`config.mk`:
```
export PLATFORM = sky130hd
export DESIGN_NAME = irq_ctrl
export DESIGN_NICKNAME = d
export VERILOG_FILES = /design/src/irq_ctrl_pkg.sv /design/src/irq_ctrl.sv
export SDC_FILE = /design/constraint.sdc
export NUM_CORES = 1
export LEC_CHECK = 0
export ABC_AREA = 1
export ABC_CLOCK_PERIOD_IN_PS = 2900
export BUFFER_PORTS_ARGS = -buffer_cell sky130_fd_sc_hd__buf_2
export CORE_MARGIN = 4
export CORE_UTILIZATION = 30
export CTS_CLUSTER_SIZE = 40
export DETAILED_ROUTE_END_ITERATION = 8
export PLACE_DENSITY = 0.51
export SYNTH_ARGS = -nofsm -noshare
export SYNTH_HDL_FRONTEND = slang
export SYNTH_SLANG_ARGS = --single-unit
```
`constraint.sdc`:
```
create_clock -name clock -period 2.9 [get_ports clock]
set_clock_uncertainty 0.15 [all_clocks]
set_input_delay 0.145 -clock clock [delete_from_list [all_inputs] [get_ports clock]]
set_output_delay 0.145 -clock clock [all_outputs]
set_load 0.03 [all_outputs]
```
`src/irq_ctrl_pkg.sv`:
```
// package for the interrupt controller: register map, field layout, reset values
// assumes an axi4-lite master with 32-bit data; registers sit in the low byte
`default_nettype none
package irq_ctrl_pkg;
	localparam logic [7:0] enable_offset   = 8'h0c;
	localparam logic [7:0] flags_offset    = 8'h0d;
	localparam logic [7:0] class_offset    = 8'h0e;
	localparam logic [7:0] tick_offset     = 8'h0f;
	localparam logic [7:0] key_offset      = 8'h14;
	localparam logic [7:0] status_offset   = 8'h15;

	localparam int num_slots = 8;
	localparam logic [7:0] src_used_mask   = 8'hbf;
	localparam logic [7:0] enable_reset    = 8'h00;
	localparam logic [7:0] flags_reset     = 8'h00;
	localparam logic [7:0] class_reset     = 8'h00;
	localparam logic [7:0] tick_reset      = 8'h43;
	localparam logic [7:0] key_reset       = 8'h00;
	localparam logic [7:0] tick_write_mask = 8'h7f;
	localparam logic [7:0] key_write_mask  = 8'h20;

	localparam int fast_rate_lsb = 0;
	localparam int slow_rate_lsb = 3;
	localparam int ext_edge_bit  = 6;
	localparam int key_mode_bit  = 5;
	localparam int slow_div_bits = 14;

	localparam logic [10:0] vector_base = 11'h7e0;
	localparam logic [1:0]  axi_okay    = 2'b00;
	localparam logic [1:0]  axi_slverr  = 2'b10;

	// fast tick taps for codes 000..011 (codes 100..111 tap 7 minus the code), slow tick taps are 13 minus the code
	localparam logic [3:0] fast_tap_0 = 4'ha;
	localparam logic [3:0] fast_tap_1 = 4'h8;
	localparam logic [3:0] fast_tap_2 = 4'h6;
	localparam logic [3:0] fast_tap_3 = 4'h4;
	localparam logic [3:0] slow_tap_top = 4'hd;

	typedef struct packed {
		logic timer_two;
		logic timer_one;
		logic timer_zero;
		logic timer_zero_stop;
		logic key_strobe_source;
		logic key_scan_done;
		logic external_pin;
	} event_in_t;

	typedef struct packed {
		logic        irq_req;
		logic        nmi_req;
		logic [10:0] vector;
		logic        wake;
	} core_req_t;

	typedef enum logic [1:0] {
		core_idle    = 2'b00,
		core_service = 2'b01,
		core_return  = 2'b11
	} core_state_t;
endpackage
`default_nettype wire

```
`src/irq_ctrl.sv`:
```
// interrupt controller: seven sources, sticky flags, irq/nmi class, tick taps, vectors
// assumes the core pulses take/return, event inputs are single-cycle pulses in
// the clock domain; the external pin and slow clock arrive asynchronously
`default_nettype none
module irq_ctrl (
	input  wire logic                     clock,
	input  wire logic                     rst_n,
	input  wire logic [7:0]               s_axi_awaddr,
	input  wire logic                     s_axi_awvalid,
	output logic                          s_axi_awready,
	input  wire logic [31:0]              s_axi_wdata,
	input  wire logic [3:0]               s_axi_wstrb,
	input  wire logic                     s_axi_wvalid,
	output logic                          s_axi_wready,
	output logic [1:0]                    s_axi_bresp,
	output logic                          s_axi_bvalid,
	input  wire logic                     s_axi_bready,
	input  wire logic [7:0]               s_axi_araddr,
	input  wire logic                     s_axi_arvalid,
	output logic                          s_axi_arready,
	output logic [31:0]                   s_axi_rdata,
	output logic [1:0]                    s_axi_rresp,
	output logic                          s_axi_rvalid,
	input  wire logic                     s_axi_rready,
	input  wire irq_ctrl_pkg::event_in_t  events,
	input  wire logic                     timer_zero_stop_en,
	input  wire logic                     slow_clock,
	input  wire logic                     external_source,
	input  wire logic                     halt_mode,
	input  wire logic                     standby_mode,
	input  wire logic                     key_change,
	input  wire logic                     core_take,
	input  wire logic                     core_return,
	output irq_ctrl_pkg::core_req_t       core_req,
	output logic                          core_busy
);
	logic [7:0] enable_reg, enable_next;
	logic [7:0] flags_reg, flags_next;
	logic [7:0] class_reg, class_next;
	logic [7:0] tick_reg, tick_next;
	logic [7:0] key_reg, key_next;
	localparam int slow_div_width = irq_ctrl_pkg::slow_div_bits;
	logic [2:0] slow_sync_reg;
	logic [2:0] ext_sync_reg;
	logic [slow_div_width-1:0] div_reg, div_next;
	logic [slow_div_width-1:0] div_prev_reg;
	logic [7:0] nmi_prev_reg, nmi_prev_next;
	irq_ctrl_pkg::core_state_t state_reg, state_next;
	irq_ctrl_pkg::core_req_t req_reg, req_next;
	logic busy_next;
	logic aw_held_reg, aw_held_next, w_held_reg, w_held_next;
	logic [7:0] aw_addr_reg, aw_addr_next;
	logic [7:0] w_data_reg, w_data_next;
	logic w_lane_reg, w_lane_next;
	logic bvalid_next, rvalid_next;
	logic [1:0] bresp_next, rresp_next;
	logic [31:0] rdata_next;
	logic awready_next, wready_next, arready_next;

	// tap selection and edge events
	logic [3:0] fast_tap, slow_tap;
	logic [slow_div_width-1:0] tap_fall;
	logic fast_tick, slow_tick, ext_event, key_event, slow_rise;
	logic [7:0] src_event, pending_on, nmi_level, nmi_edge;
	logic wr_fire;
	logic [7:0] wr_index, rd_index;
	logic [7:0] wbyte;

	always_comb begin
		case (tick_reg[irq_ctrl_pkg::fast_rate_lsb +: 3])
			3'h0: fast_tap = irq_ctrl_pkg::fast_tap_0;
			3'h1: fast_tap = irq_ctrl_pkg::fast_tap_1;
			3'h2: fast_tap = irq_ctrl_pkg::fast_tap_2;
			3'h3: fast_tap = irq_ctrl_pkg::fast_tap_3;
			default: fast_tap = 4'(3'h7 - tick_reg[irq_ctrl_pkg::fast_rate_lsb +: 3]);
		endcase
		slow_tap = irq_ctrl_pkg::slow_tap_top
			- {1'b0, tick_reg[irq_ctrl_pkg::slow_rate_lsb +: 3]};
	end

	// both pins pass two flops; the third stage is edge history only
	pin_sync #(
		.depth (3)
	) slow_sync_inst (
		.clock  (clock),
		.rst_n  (rst_n),
		.pin    (slow_clock),
		.stages (slow_sync_reg)
	);
	pin_sync #(
		.depth (3)
	) ext_sync_inst (
		.clock  (clock),
		.rst_n  (rst_n),
		.pin    (external_source),
		.stages (ext_sync_reg)
	);

	assign slow_rise = slow_sync_reg[1] & ~slow_sync_reg[2];
	// divider only advances on rising slow clock edges; halt freezes it
	assign div_next  = (slow_rise && !halt_mode) ? div_reg + slow_div_width'(1) : div_reg;
	assign tap_fall  = div_prev_reg & ~div_reg;
	assign fast_tick = tap_fall[fast_tap] && !halt_mode;
	assign slow_tick = tap_fall[slow_tap] && !halt_mode;
	assign ext_event = tick_reg[irq_ctrl_pkg::ext_edge_bit]
		? (ext_sync_reg[1] & ~ext_sync_reg[2]) : (~ext_sync_reg[1] & ext_sync_reg[2]);
	assign key_event = key_reg[irq_ctrl_pkg::key_mode_bit]
		? events.key_scan_done : events.key_strobe_source;

	always_comb begin
		src_event    = 8'h00;
		src_event[0] = events.timer_two;
		src_event[1] = events.timer_one;
		src_event[2] = timer_zero_stop_en ? events.timer_zero_stop : events.timer_zero;
		src_event[3] = fast_tick;
		src_event[4] = slow_tick;
		src_event[5] = ext_event;
		src_event[7] = key_event;
	end

	// axi write: address and data taken in either order, response after both
	assign wr_fire = aw_held_reg && w_held_reg && !s_axi_bvalid;
	// registers sit one per word; a misaligned byte address maps nowhere
	assign wr_index = (aw_addr_reg[1:0] == 2'b00) ? {2'b00, aw_addr_reg[7:2]} : 8'hff;
	assign rd_index = (s_axi_araddr[1:0] == 2'b00) ? {2'b00, s_axi_araddr[7:2]} : 8'hff;
	assign wbyte   = w_data_reg;

	always_comb begin
		aw_held_next = aw_held_reg;
		aw_addr_next = aw_addr_reg;
		w_held_next  = w_held_reg;
		w_data_next  = w_data_reg;
		w_lane_next  = w_lane_reg;
		if (s_axi_awvalid && s_axi_awready) begin
			aw_held_next = 1'b1;
			aw_addr_next = s_axi_awaddr;
		end
		if (s_axi_wvalid && s_axi_wready) begin
			w_held_next = 1'b1;
			w_data_next = s_axi_wdata[7:0];
			w_lane_next = s_axi_wstrb[0];
		end
		if (wr_fire) begin
			aw_held_next = 1'b0;
			w_held_next  = 1'b0;
		end
		bvalid_next  = s_axi_bvalid ? !s_axi_bready : wr_fire;
		// readies stay low for the whole response, not only after it shows
		awready_next = !aw_held_next && !bvalid_next;
		wready_next  = !w_held_next && !bvalid_next;
		bresp_next   = s_axi_bresp;
		if (wr_fire) begin
			case (wr_index)
				irq_ctrl_pkg::enable_offset, irq_ctrl_pkg::flags_offset,
				irq_ctrl_pkg::class_offset, irq_ctrl_pkg::tick_offset,
				irq_ctrl_pkg::key_offset: bresp_next = irq_ctrl_pkg::axi_okay;
				default: bresp_next = irq_ctrl_pkg::axi_slverr;
			endcase
		end
	end

	always_comb begin
		enable_next = enable_reg;
		class_next  = class_reg;
		tick_next   = tick_reg;
		key_next    = key_reg;
		flags_next  = flags_reg;
		if (wr_fire && w_lane_reg) begin
			case (wr_index)
				irq_ctrl_pkg::enable_offset: enable_next = wbyte & irq_ctrl_pkg::src_used_mask;
				irq_ctrl_pkg::class_offset:  class_next  = wbyte & irq_ctrl_pkg::src_used_mask;
				irq_ctrl_pkg::tick_offset:   tick_next   = wbyte & irq_ctrl_pkg::tick_write_mask;
				irq_ctrl_pkg::key_offset:    key_next    = wbyte & irq_ctrl_pkg::key_write_mask;
				irq_ctrl_pkg::flags_offset:  flags_next  = flags_reg & wbyte;
				default: ;
			endcase
		end
		// set wins over a same-cycle clear; enable plays no part here
		flags_next = (flags_next | src_event) & irq_ctrl_pkg::src_used_mask;
	end

	// read channel
	always_comb begin
		rvalid_next  = s_axi_rvalid ? !s_axi_rready : (s_axi_arvalid && s_axi_arready);
		arready_next = !rvalid_next;
		rdata_next   = s_axi_rdata;
		rresp_next   = s_axi_rresp;
		if (s_axi_arvalid && s_axi_arready) begin
			rresp_next = irq_ctrl_pkg::axi_okay;
			rdata_next = 32'h0000_0000;
			case (rd_index)
				irq_ctrl_pkg::enable_offset: rdata_next[7:0] = enable_reg;
				irq_ctrl_pkg::flags_offset:  rdata_next[7:0] = flags_reg;
				irq_ctrl_pkg::class_offset:  rdata_next[7:0] = class_reg;
				irq_ctrl_pkg::tick_offset:   rdata_next[7:0] = tick_reg;
				irq_ctrl_pkg::key_offset:    rdata_next[7:0] = key_reg;
				irq_ctrl_pkg::status_offset: rdata_next[7:0] = {5'h00, state_reg, core_busy};
				default: rresp_next = irq_ctrl_pkg::axi_slverr;
			endcase
		end
	end

	// request generation
	assign pending_on = flags_reg & enable_reg;
	assign nmi_level  = pending_on & class_reg;
	assign nmi_edge   = nmi_level & ~nmi_prev_reg;
	assign nmi_prev_next = nmi_level;

	function automatic logic [2:0] pick(input logic [7:0] v);
		logic [2:0] idx;
		idx = 3'h0;
		for (int i = irq_ctrl_pkg::num_slots - 1; i >= 0; i--) begin
			if (v[i]) idx = 3'(i); // lowest index wins
		end
		return idx;
	endfunction

	// the core owns pc push/pop; we track service so irq_req stays low until return
	always_comb begin
		state_next = state_reg;
		req_next   = req_reg;
		req_next.nmi_req = 1'b0;
		req_next.wake = standby_mode && ((|pending_on) || key_change);
		case (state_reg)
			irq_ctrl_pkg::core_idle: begin
				if (|nmi_edge) begin
					// only the top coincident nmi is offered; others drop
					req_next.nmi_req = 1'b1;
					req_next.vector  = irq_ctrl_pkg::vector_base + {7'h00, pick(nmi_edge), 1'b0};
				end else begin
					req_next.irq_req = |(pending_on & ~class_reg);
					req_next.vector  = irq_ctrl_pkg::vector_base
						+ {7'h00, pick(pending_on & ~class_reg), 1'b0};
				end
				if (core_take) begin
					// drop the level at once so the core never sees it twice
					state_next       = irq_ctrl_pkg::core_service;
					req_next.irq_req = 1'b0;
				end
			end
			irq_ctrl_pkg::core_service: begin
				req_next.irq_req = 1'b0; // level held, re-offered after return
				if (core_return) state_next = irq_ctrl_pkg::core_return;
			end
			irq_ctrl_pkg::core_return: state_next = irq_ctrl_pkg::core_idle;
			default: state_next = irq_ctrl_pkg::core_idle;
		endcase
		busy_next = state_next != irq_ctrl_pkg::core_idle;
	end

	// software-visible registers
	always_ff @(posedge clock) begin
		if (!rst_n) begin
			enable_reg <= irq_ctrl_pkg::enable_reset;
			flags_reg  <= irq_ctrl_pkg::flags_reset;
			class_reg  <= irq_ctrl_pkg::class_reset;
			tick_reg   <= irq_ctrl_pkg::tick_reset;
			key_reg    <= irq_ctrl_pkg::key_reset;
		end else begin
			enable_reg <= enable_next;
			flags_reg  <= flags_next;
			class_reg  <= class_next;
			tick_reg   <= tick_next;
			key_reg    <= key_next;
		end
	end

	// slow divider and its one-cycle history for tap edges
	always_ff @(posedge clock) begin
		if (!rst_n) begin
			div_reg      <= '0;
			div_prev_reg <= '0;
		end else begin
			div_reg      <= div_next;
			div_prev_reg <= div_reg;
		end
	end

	// request path toward the core
	always_ff @(posedge clock) begin
		if (!rst_n) begin
			nmi_prev_reg <= 8'h00;
			state_reg    <= irq_ctrl_pkg::core_idle;
			req_reg      <= '0;
			core_busy    <= 1'b0;
		end else begin
			nmi_prev_reg <= nmi_prev_next;
			state_reg    <= state_next;
			req_reg      <= req_next;
			core_busy    <= busy_next;
		end
	end

	// write channel
	always_ff @(posedge clock) begin
		if (!rst_n) begin
			aw_held_reg   <= 1'b0;
			w_held_reg    <= 1'b0;
			aw_addr_reg   <= 8'h00;
			w_data_reg    <= 8'h00;
			w_lane_reg    <= 1'b0;
			s_axi_awready <= 1'b0;
			s_axi_wready  <= 1'b0;
			s_axi_bvalid  <= 1'b0;
			s_axi_bresp   <= irq_ctrl_pkg::axi_okay;
		end else begin
			aw_held_reg   <= aw_held_next;
			w_held_reg    <= w_held_next;
			aw_addr_reg   <= aw_addr_next;
			w_data_reg    <= w_data_next;
			w_lane_reg    <= w_lane_next;
			s_axi_awready <= awready_next;
			s_axi_wready  <= wready_next;
			s_axi_bvalid  <= bvalid_next;
			s_axi_bresp   <= bresp_next;
		end
	end

	// read channel
	always_ff @(posedge clock) begin
		if (!rst_n) begin
			s_axi_arready <= 1'b0;
			s_axi_rvalid  <= 1'b0;
			s_axi_rresp   <= irq_ctrl_pkg::axi_okay;
			s_axi_rdata   <= 32'h0000_0000;
		end else begin
			s_axi_arready <= arready_next;
			s_axi_rvalid  <= rvalid_next;
			s_axi_rresp   <= rresp_next;
			s_axi_rdata   <= rdata_next;
		end
	end

	assign core_req = req_reg;
endmodule

// shift register for an asynchronous pin: two sync stages, then history
module pin_sync #(
	parameter int depth = 3
) (
	input  wire logic        clock,
	input  wire logic        rst_n,
	input  wire logic        pin,
	output logic [depth-1:0] stages
);
	logic [depth-1:0] stages_next;
	assign stages_next = {stages[depth-2:0], pin};
	// history starts low, matching the idle pins, so reset makes no false edge
	always_ff @(posedge clock) begin
		if (!rst_n) begin
			stages <= '0;
		end else begin
			stages <= stages_next;
		end
	end
endmodule
`default_nettype wire

```
After elaboration in Yosys (flattened, before gate mapping)

Index checks and enable logic that the tools add are counted.

$mul: 0
Add/sub/neg operators: 5
Shift-type cells: 0
Reductions and logical operators: 38
Multiplexer cells: 49
Divide/modulo/power cells: 0
Bitwise operators: 16
Equal/unequal tests: 16
Order comparisons: 2

Operators by type and width:

| operator                                                              | number |
|---|---|
| 8-bit by 4-bit == test with 1-bit output (second input constant)      | 8 |
| 3-bit two-way mux                                                     | 20 |
| 8-bit one-hot mux with 6 select lines                                 | 1 |
| 8-bit AND                                                             | 5 |
| 8-bit two-way mux                                                     | 4 |
| 8-bit by 5-bit == test with 1-bit output (second input constant)      | 3 |
| 8-bit OR reduction                                                    | 3 |
| 8-bit NOT                                                             | 2 |
| 4-bit one-hot mux with 4 select lines                                 | 1 |
| 14-bit by 1-bit adder with 14-bit output (second input constant)      | 1 |
| 6-bit by 5-bit adder with 7-bit output (first input constant)         | 2 |
| 14-bit AND                                                            | 1 |
| 1-bit two-way mux                                                     | 14 |
| 14-bit NOT                                                            | 1 |
| 1-bit logical AND                                                     | 12 |
| 2-bit AND reduction                                                   | 6 |
| 11-bit two-way mux                                                    | 1 |
| 4-bit by 5-bit < comparator with 1-bit output (second input constant) | 2 |
| 1-bit binary-select mux with 4-bit select                             | 2 |
| 1-bit logical NOT                                                     | 8 |
| 2-bit two-way mux                                                     | 4 |
| 8-bit OR                                                              | 1 |
| 3-bit by 2-bit == test with 1-bit output (second input constant)      | 2 |
| 2-bit logical NOT                                                     | 3 |
| other kinds (14)                                                      | 19 |

Latch bits: 0
Memory bits (read-only): 0
Memories: 0
Register bits: 125
Output and inout bits: 56
Input port bits: 74
RAM bits: 0
Logic and storage cells: 156

Depth between registers and ports, before layout

Depth after elaboration: 15
Gate-level depth with buffers: 11
Depth with buffers taken out: 11

Modules after synthesis

Synthesis repeated with hierarchy kept, for this count alone.

Cells, all modules: 743
Area total of the unflattened synthesis: 5342.6 µm²

Modules (own cells, without submodules):

| module   | times used | area each (µm²) | sequential area each (µm²) | cells an instance |
|---|---|---|---|---|
| irq_ctrl | 1          | 5177.5          | 2162.1                     | 725 |
| pin_sync | 2          | 82.6            | 60.1                       | 9 |

Worst setup path before layout

Ideal clock, no wire load.

Kind: register to register
Start point: register s_axi_bvalid
End point: register key_reg[5]
Path buffers: 0
Clock period less this slack: 1.582 ns
Cell stages (with the launch flop): 7
Library setup time: 0.116 ns
Slack: 1.318 ns
Data required time: 2.634 ns
Arrival time: 1.316 ns
Cell sequence: dfxtp_1 -> nor2_2 -> nand2_2 -> nor2_4 -> inv_2 -> or2_1 -> o211a_1

Longest elaborated chain between the ends: 4

RTL lines:

| item                                 | line            | RTL |
|---|---|---|
| from (decl)                          | irq_ctrl.sv:16  | `output logic s_axi_bvalid,` |
| from (signal assigned)               | irq_ctrl.sv:314 | `s_axi_bvalid <= bvalid_next;` |
| 1-bit logical NOT                    | irq_ctrl.sv:122 | `assign wr_fire = aw_held_reg && w_held_reg && !s_axi_bvalid;` |
| 1-bit logical AND                    | irq_ctrl.sv:122 |  |
| 1-bit logical AND                    | irq_ctrl.sv:168 | `if (wr_fire && w_lane_reg) begin` |
| 2-bit AND reduction (no source line) | --              |  |
| to (signal assigned)                 | irq_ctrl.sv:258 | `key_reg <= irq_ctrl_pkg::key_reset;` |
| to (signal assigned)                 | irq_ctrl.sv:264 | `key_reg <= key_next;` |
| to (decl)                            | irq_ctrl.sv:41  | `logic [7:0] key_reg, key_next;` |

Every way passes these cells.
A chain may end at the register's enable or synchronous reset.

Worst setup path after layout

Start point: register aw_addr_reg[0]
End point: register flags_reg[1]

Longest elaborated chain between the ends: 6

RTL lines:

| item                                     | line            | RTL |
|---|---|---|
| from (decl)                              | irq_ctrl.sv:52  | `logic [7:0] aw_addr_reg, aw_addr_next;` |
| from (signal assigned)                   | irq_ctrl.sv:309 | `aw_addr_reg <= aw_addr_next;` |
| 2-bit logical NOT                        | irq_ctrl.sv:124 | `assign wr_index = (aw_addr_reg[1:0] == 2'b00) ? {2'b00, aw_addr_reg[7:2]} : 8'hff;` |
| 8-bit two-way mux                        | irq_ctrl.sv:124 |  |
| 8-bit by 4-bit == test with 1-bit output | irq_ctrl.sv:169 | `case (wr_index)` |
| 8-bit two-way mux                        | irq_ctrl.sv:169 |  |
| 8-bit two-way mux                        | irq_ctrl.sv:168 |  |
| 8-bit OR                                 | irq_ctrl.sv:179 | `flags_next = (flags_next \| src_event) & irq_ctrl_pkg::src_used_mask;` |
| to (signal assigned)                     | irq_ctrl.sv:255 | `flags_reg <= irq_ctrl_pkg::flags_reset;` |
| to (signal assigned)                     | irq_ctrl.sv:261 | `flags_reg <= flags_next;` |
| to (decl)                                | irq_ctrl.sv:38  | `logic [7:0] flags_reg, flags_next;` |

Every way passes these cells.

==> metrics.txt <==
Top Ports 130; Unique masters post-synth 38; DR WL/cell about 12 um; RSZ-0062 raised after global routing no; Max Slew Vio Count 0; top cells by area, synth dfxtp_1 (43%), nand2_1 (10%), inv_1 (7.3%); Hold Path Cell Cnt 6; top-count cell post-synth nand2_1; Max-Cap Viols 0; post-synthesis register bit count 114; Post-CTS Hold Buffers 34; Avg Inst Size Synth about 7 sq um; crit-path max FO 8; remaining antenna violation count 0; sw power around 0.94 mW; CP Data Arrival Time 1930 ps; initial core utilization a little under a third; Clock Sinks between 100 and 150; Synth Flop Type dfxtp_1; Post-Synthesis Cell Area approximately 5300 sq um; via count between 4,000 and 5,000; initial drt markers roughly 210; status finished, final reports clean; share of total power in combinational logic 8.4%; number of clock buffers inserted by TritonCTS 17; Post-CTS Setup Bufs 0; area grow syn2layout 24.7%; post-cts gate resize count 0; Fill cells around 1,900; drt pass-1 iters 5; Final min period around 1800 ps; gr usage total between 10% and 20%; P_int approximately 3 mW; vias in the first global route 4,462; dominant cell type by area after synthesis dfxtp_1; Slew headroom 55.0%; layout cells sized above 1 between 10 and 15%; die extent in y about 140 um; buffers plus inverters on the worst setup path 1; largest family of logic cells by synthesized area simple AND/OR/NAND/NOR gates; min-delay src s_axi_araddr[2]; Clock transition at path regs 50 ps; Max rail drop VDD between 0.0004 and 0.0005 V; sequential area share after synthesis a little over two fifths; max frequency about 0.55 GHz; Static Leak 3.03 nW; Clock Tree Root clkbuf_16; port bufs 73; routed vias/inst around 4.4; total die area 19,800 sq um; final worst-path cycle share 62.5%; ant diodes 0; FP Rows between 40 and 50; slowest stage cell on the critical path nand3_1; Synth top area share approximately 43%; reg2reg start aw_addr_reg[0]; worst path cell trace nor2_2 -> nand4_1 -> inv_1 -> nand3_1 -> o21ai_0 -> a21oi_1; DRC Markers 0; Die W ~140 um; Clock Power Share a little under 50%; routability cong. roughly 0.80; R2R depth 6; largest net degree at the start of global routing 35; Largest stage delay, worst path about 350 ps; share of async-settable or async-resettable flops after synthesis 0%; CTS H-tree lvls 4; Fin Hold WS 63.4 ps; pwr dens 591 nW/um^2; Clock Path Buffers 2; Core Box Area ~17,000 sq um; CP top delay family simple AND/OR/NAND/NOR gates; Fin Setup TNS 0 ps; final setup fails 0; post-synthesis cell count 744; reg-to-reg endpoint flags_reg[1]; Post-DP HPWL approximately 9.6 mm; XOR/XNOR Fraction of Synth Area less than 1%; Hold/Removal Path Class in -> reg; Min-Delay Endpoint s_axi_rdata[5]; post-synthesis compound-gate area fraction between 10 and 15%; post-synthesis mux area share less than 1%; CTS tree yes; sw frac between 20% and 30%; initial antenna violation count 0; worst skew pair latency around 400 ps; Simple-Gate Fraction of Synth Area between 20% and 30%; gr ovfl total 0; fin util around two fifths; number of synthesized flops with an enable pin 0; synth cell count leaders nand2_1 (144), dfxtp_1 (114), inv_1 (103); FF-to-FF setup slack 1090 ps; Worst setup SP type flip-flop; Adder-Cell Fraction of Synth Area 0.472%; final hold violations 0; Sequential Power Share a little over two fifths; yosys warns 0; first-pass GRT wire length approximately 22 mm; final net count between 900 and 1,000; Routed WL 13.3 mm; critical path type reg -> reg; Critical Path Sink Type flip-flop; CP Data Required Time approximately 3000 ps; Slew @ Worst Pin between 600 and 700 ps
==> kinds of logic (layout without fill, tap and decap cells) <==
| group | after synthesis | count (layout) |
|---|---|---|
| AO/OA/AOI/OAI | 127 | 127 |
| AND/OR/NAND/NOR | 339 | 339 |
| buffers and inverters | 158 | 245 |
| multiplexers | 2 | 2 |
| flip-flops | 114 | 114 |
| other | 1 | 28 |
| XOR/XNOR | 1 | 1 |
| adder cells (fa/ha/maj) | 2 | 2 |
==> per-stage QoR <==
stage / std cells / setup WS, ps / cell area [sq um] / power (mW)
finish: 1083 / 1090 / 6610 / 3.90
global route: 1083 / 842 / 6610 / 4.07
CTS: 1083 / 1040 / 6610 / 3.95
detailed placement: 1021 / 1050 / 5720 / 1.97
global placement: 1021 / 1060 / 5720 / 1.97
floorplan: 771 / 1320 / 5400 / 1.92
==> power by group through the flow <==
stage | clock (mW) | combinational, mW | sequential [mW]
floorplan | 0 | 0.220 | 1.70
global placement | 0 | 0.292 | 1.68
detailed placement | 0 | 0.293 | 1.68
CTS | 1.97 | 0.328 | 1.65
global route | 2.05 | 0.363 | 1.65
finish | 1.92 | 0.326 | 1.65
==> final cells by class <==
class                      count  area (sq um)  area share (%)
tap                          225           282            4.26
clock inverter                 6          57.6           0.871
multi-input combinational    499          2370            35.9
sequential                   114          2280            34.5
clock buffer                  22           484            7.33
inverter                     107           402            6.08
timing repair buffer         110           728            11.0
==> tightest hold or removal path: stages <==
cell and delay (ps):
buf_2 110, nor2_4 70, nand3_1 80, nand2_1 50
nand2_1 60, a21oi_1 50
==> layer usage <==
layer	track usage, %	part of all wire (%)	wire length (um)
met2	20.7	43	5790
met4	5.05	1.2	155
met1	19.6	49	6580
met5	0	0	0
met3	3.39	6.0	799
==> layout by cell type (no fill, tap or decap), types with 17 or more instances in the layout <==
master / instances
conb_1: 28
buf_2: 73
o21ai_0: 59
clkbuf_16: 17
inv_1: 103
dlygate4sd3_1: 34
a21oi_1: 57
nand2_1: 144
nor2_1: 65
dfxtp_1: 114
nand3_1: 68
==> how the worst max path moves through the flow <==
stage	from	end	cells after the start
2_1_floorplan	s_axi_bvalid	key_reg[5]	6
3_3_place_gp	aw_addr_reg[0]	flags_reg[0]	6
3_5_place_dp	aw_addr_reg[0]	flags_reg[1]	6
4_1_cts	aw_addr_reg[0]	flags_reg[1]	6
5_1_grt	div_reg[0]	div_reg[12]	8
6_report	aw_addr_reg[0]	flags_reg[1]	6
Power figures use the tool's default switching activity.
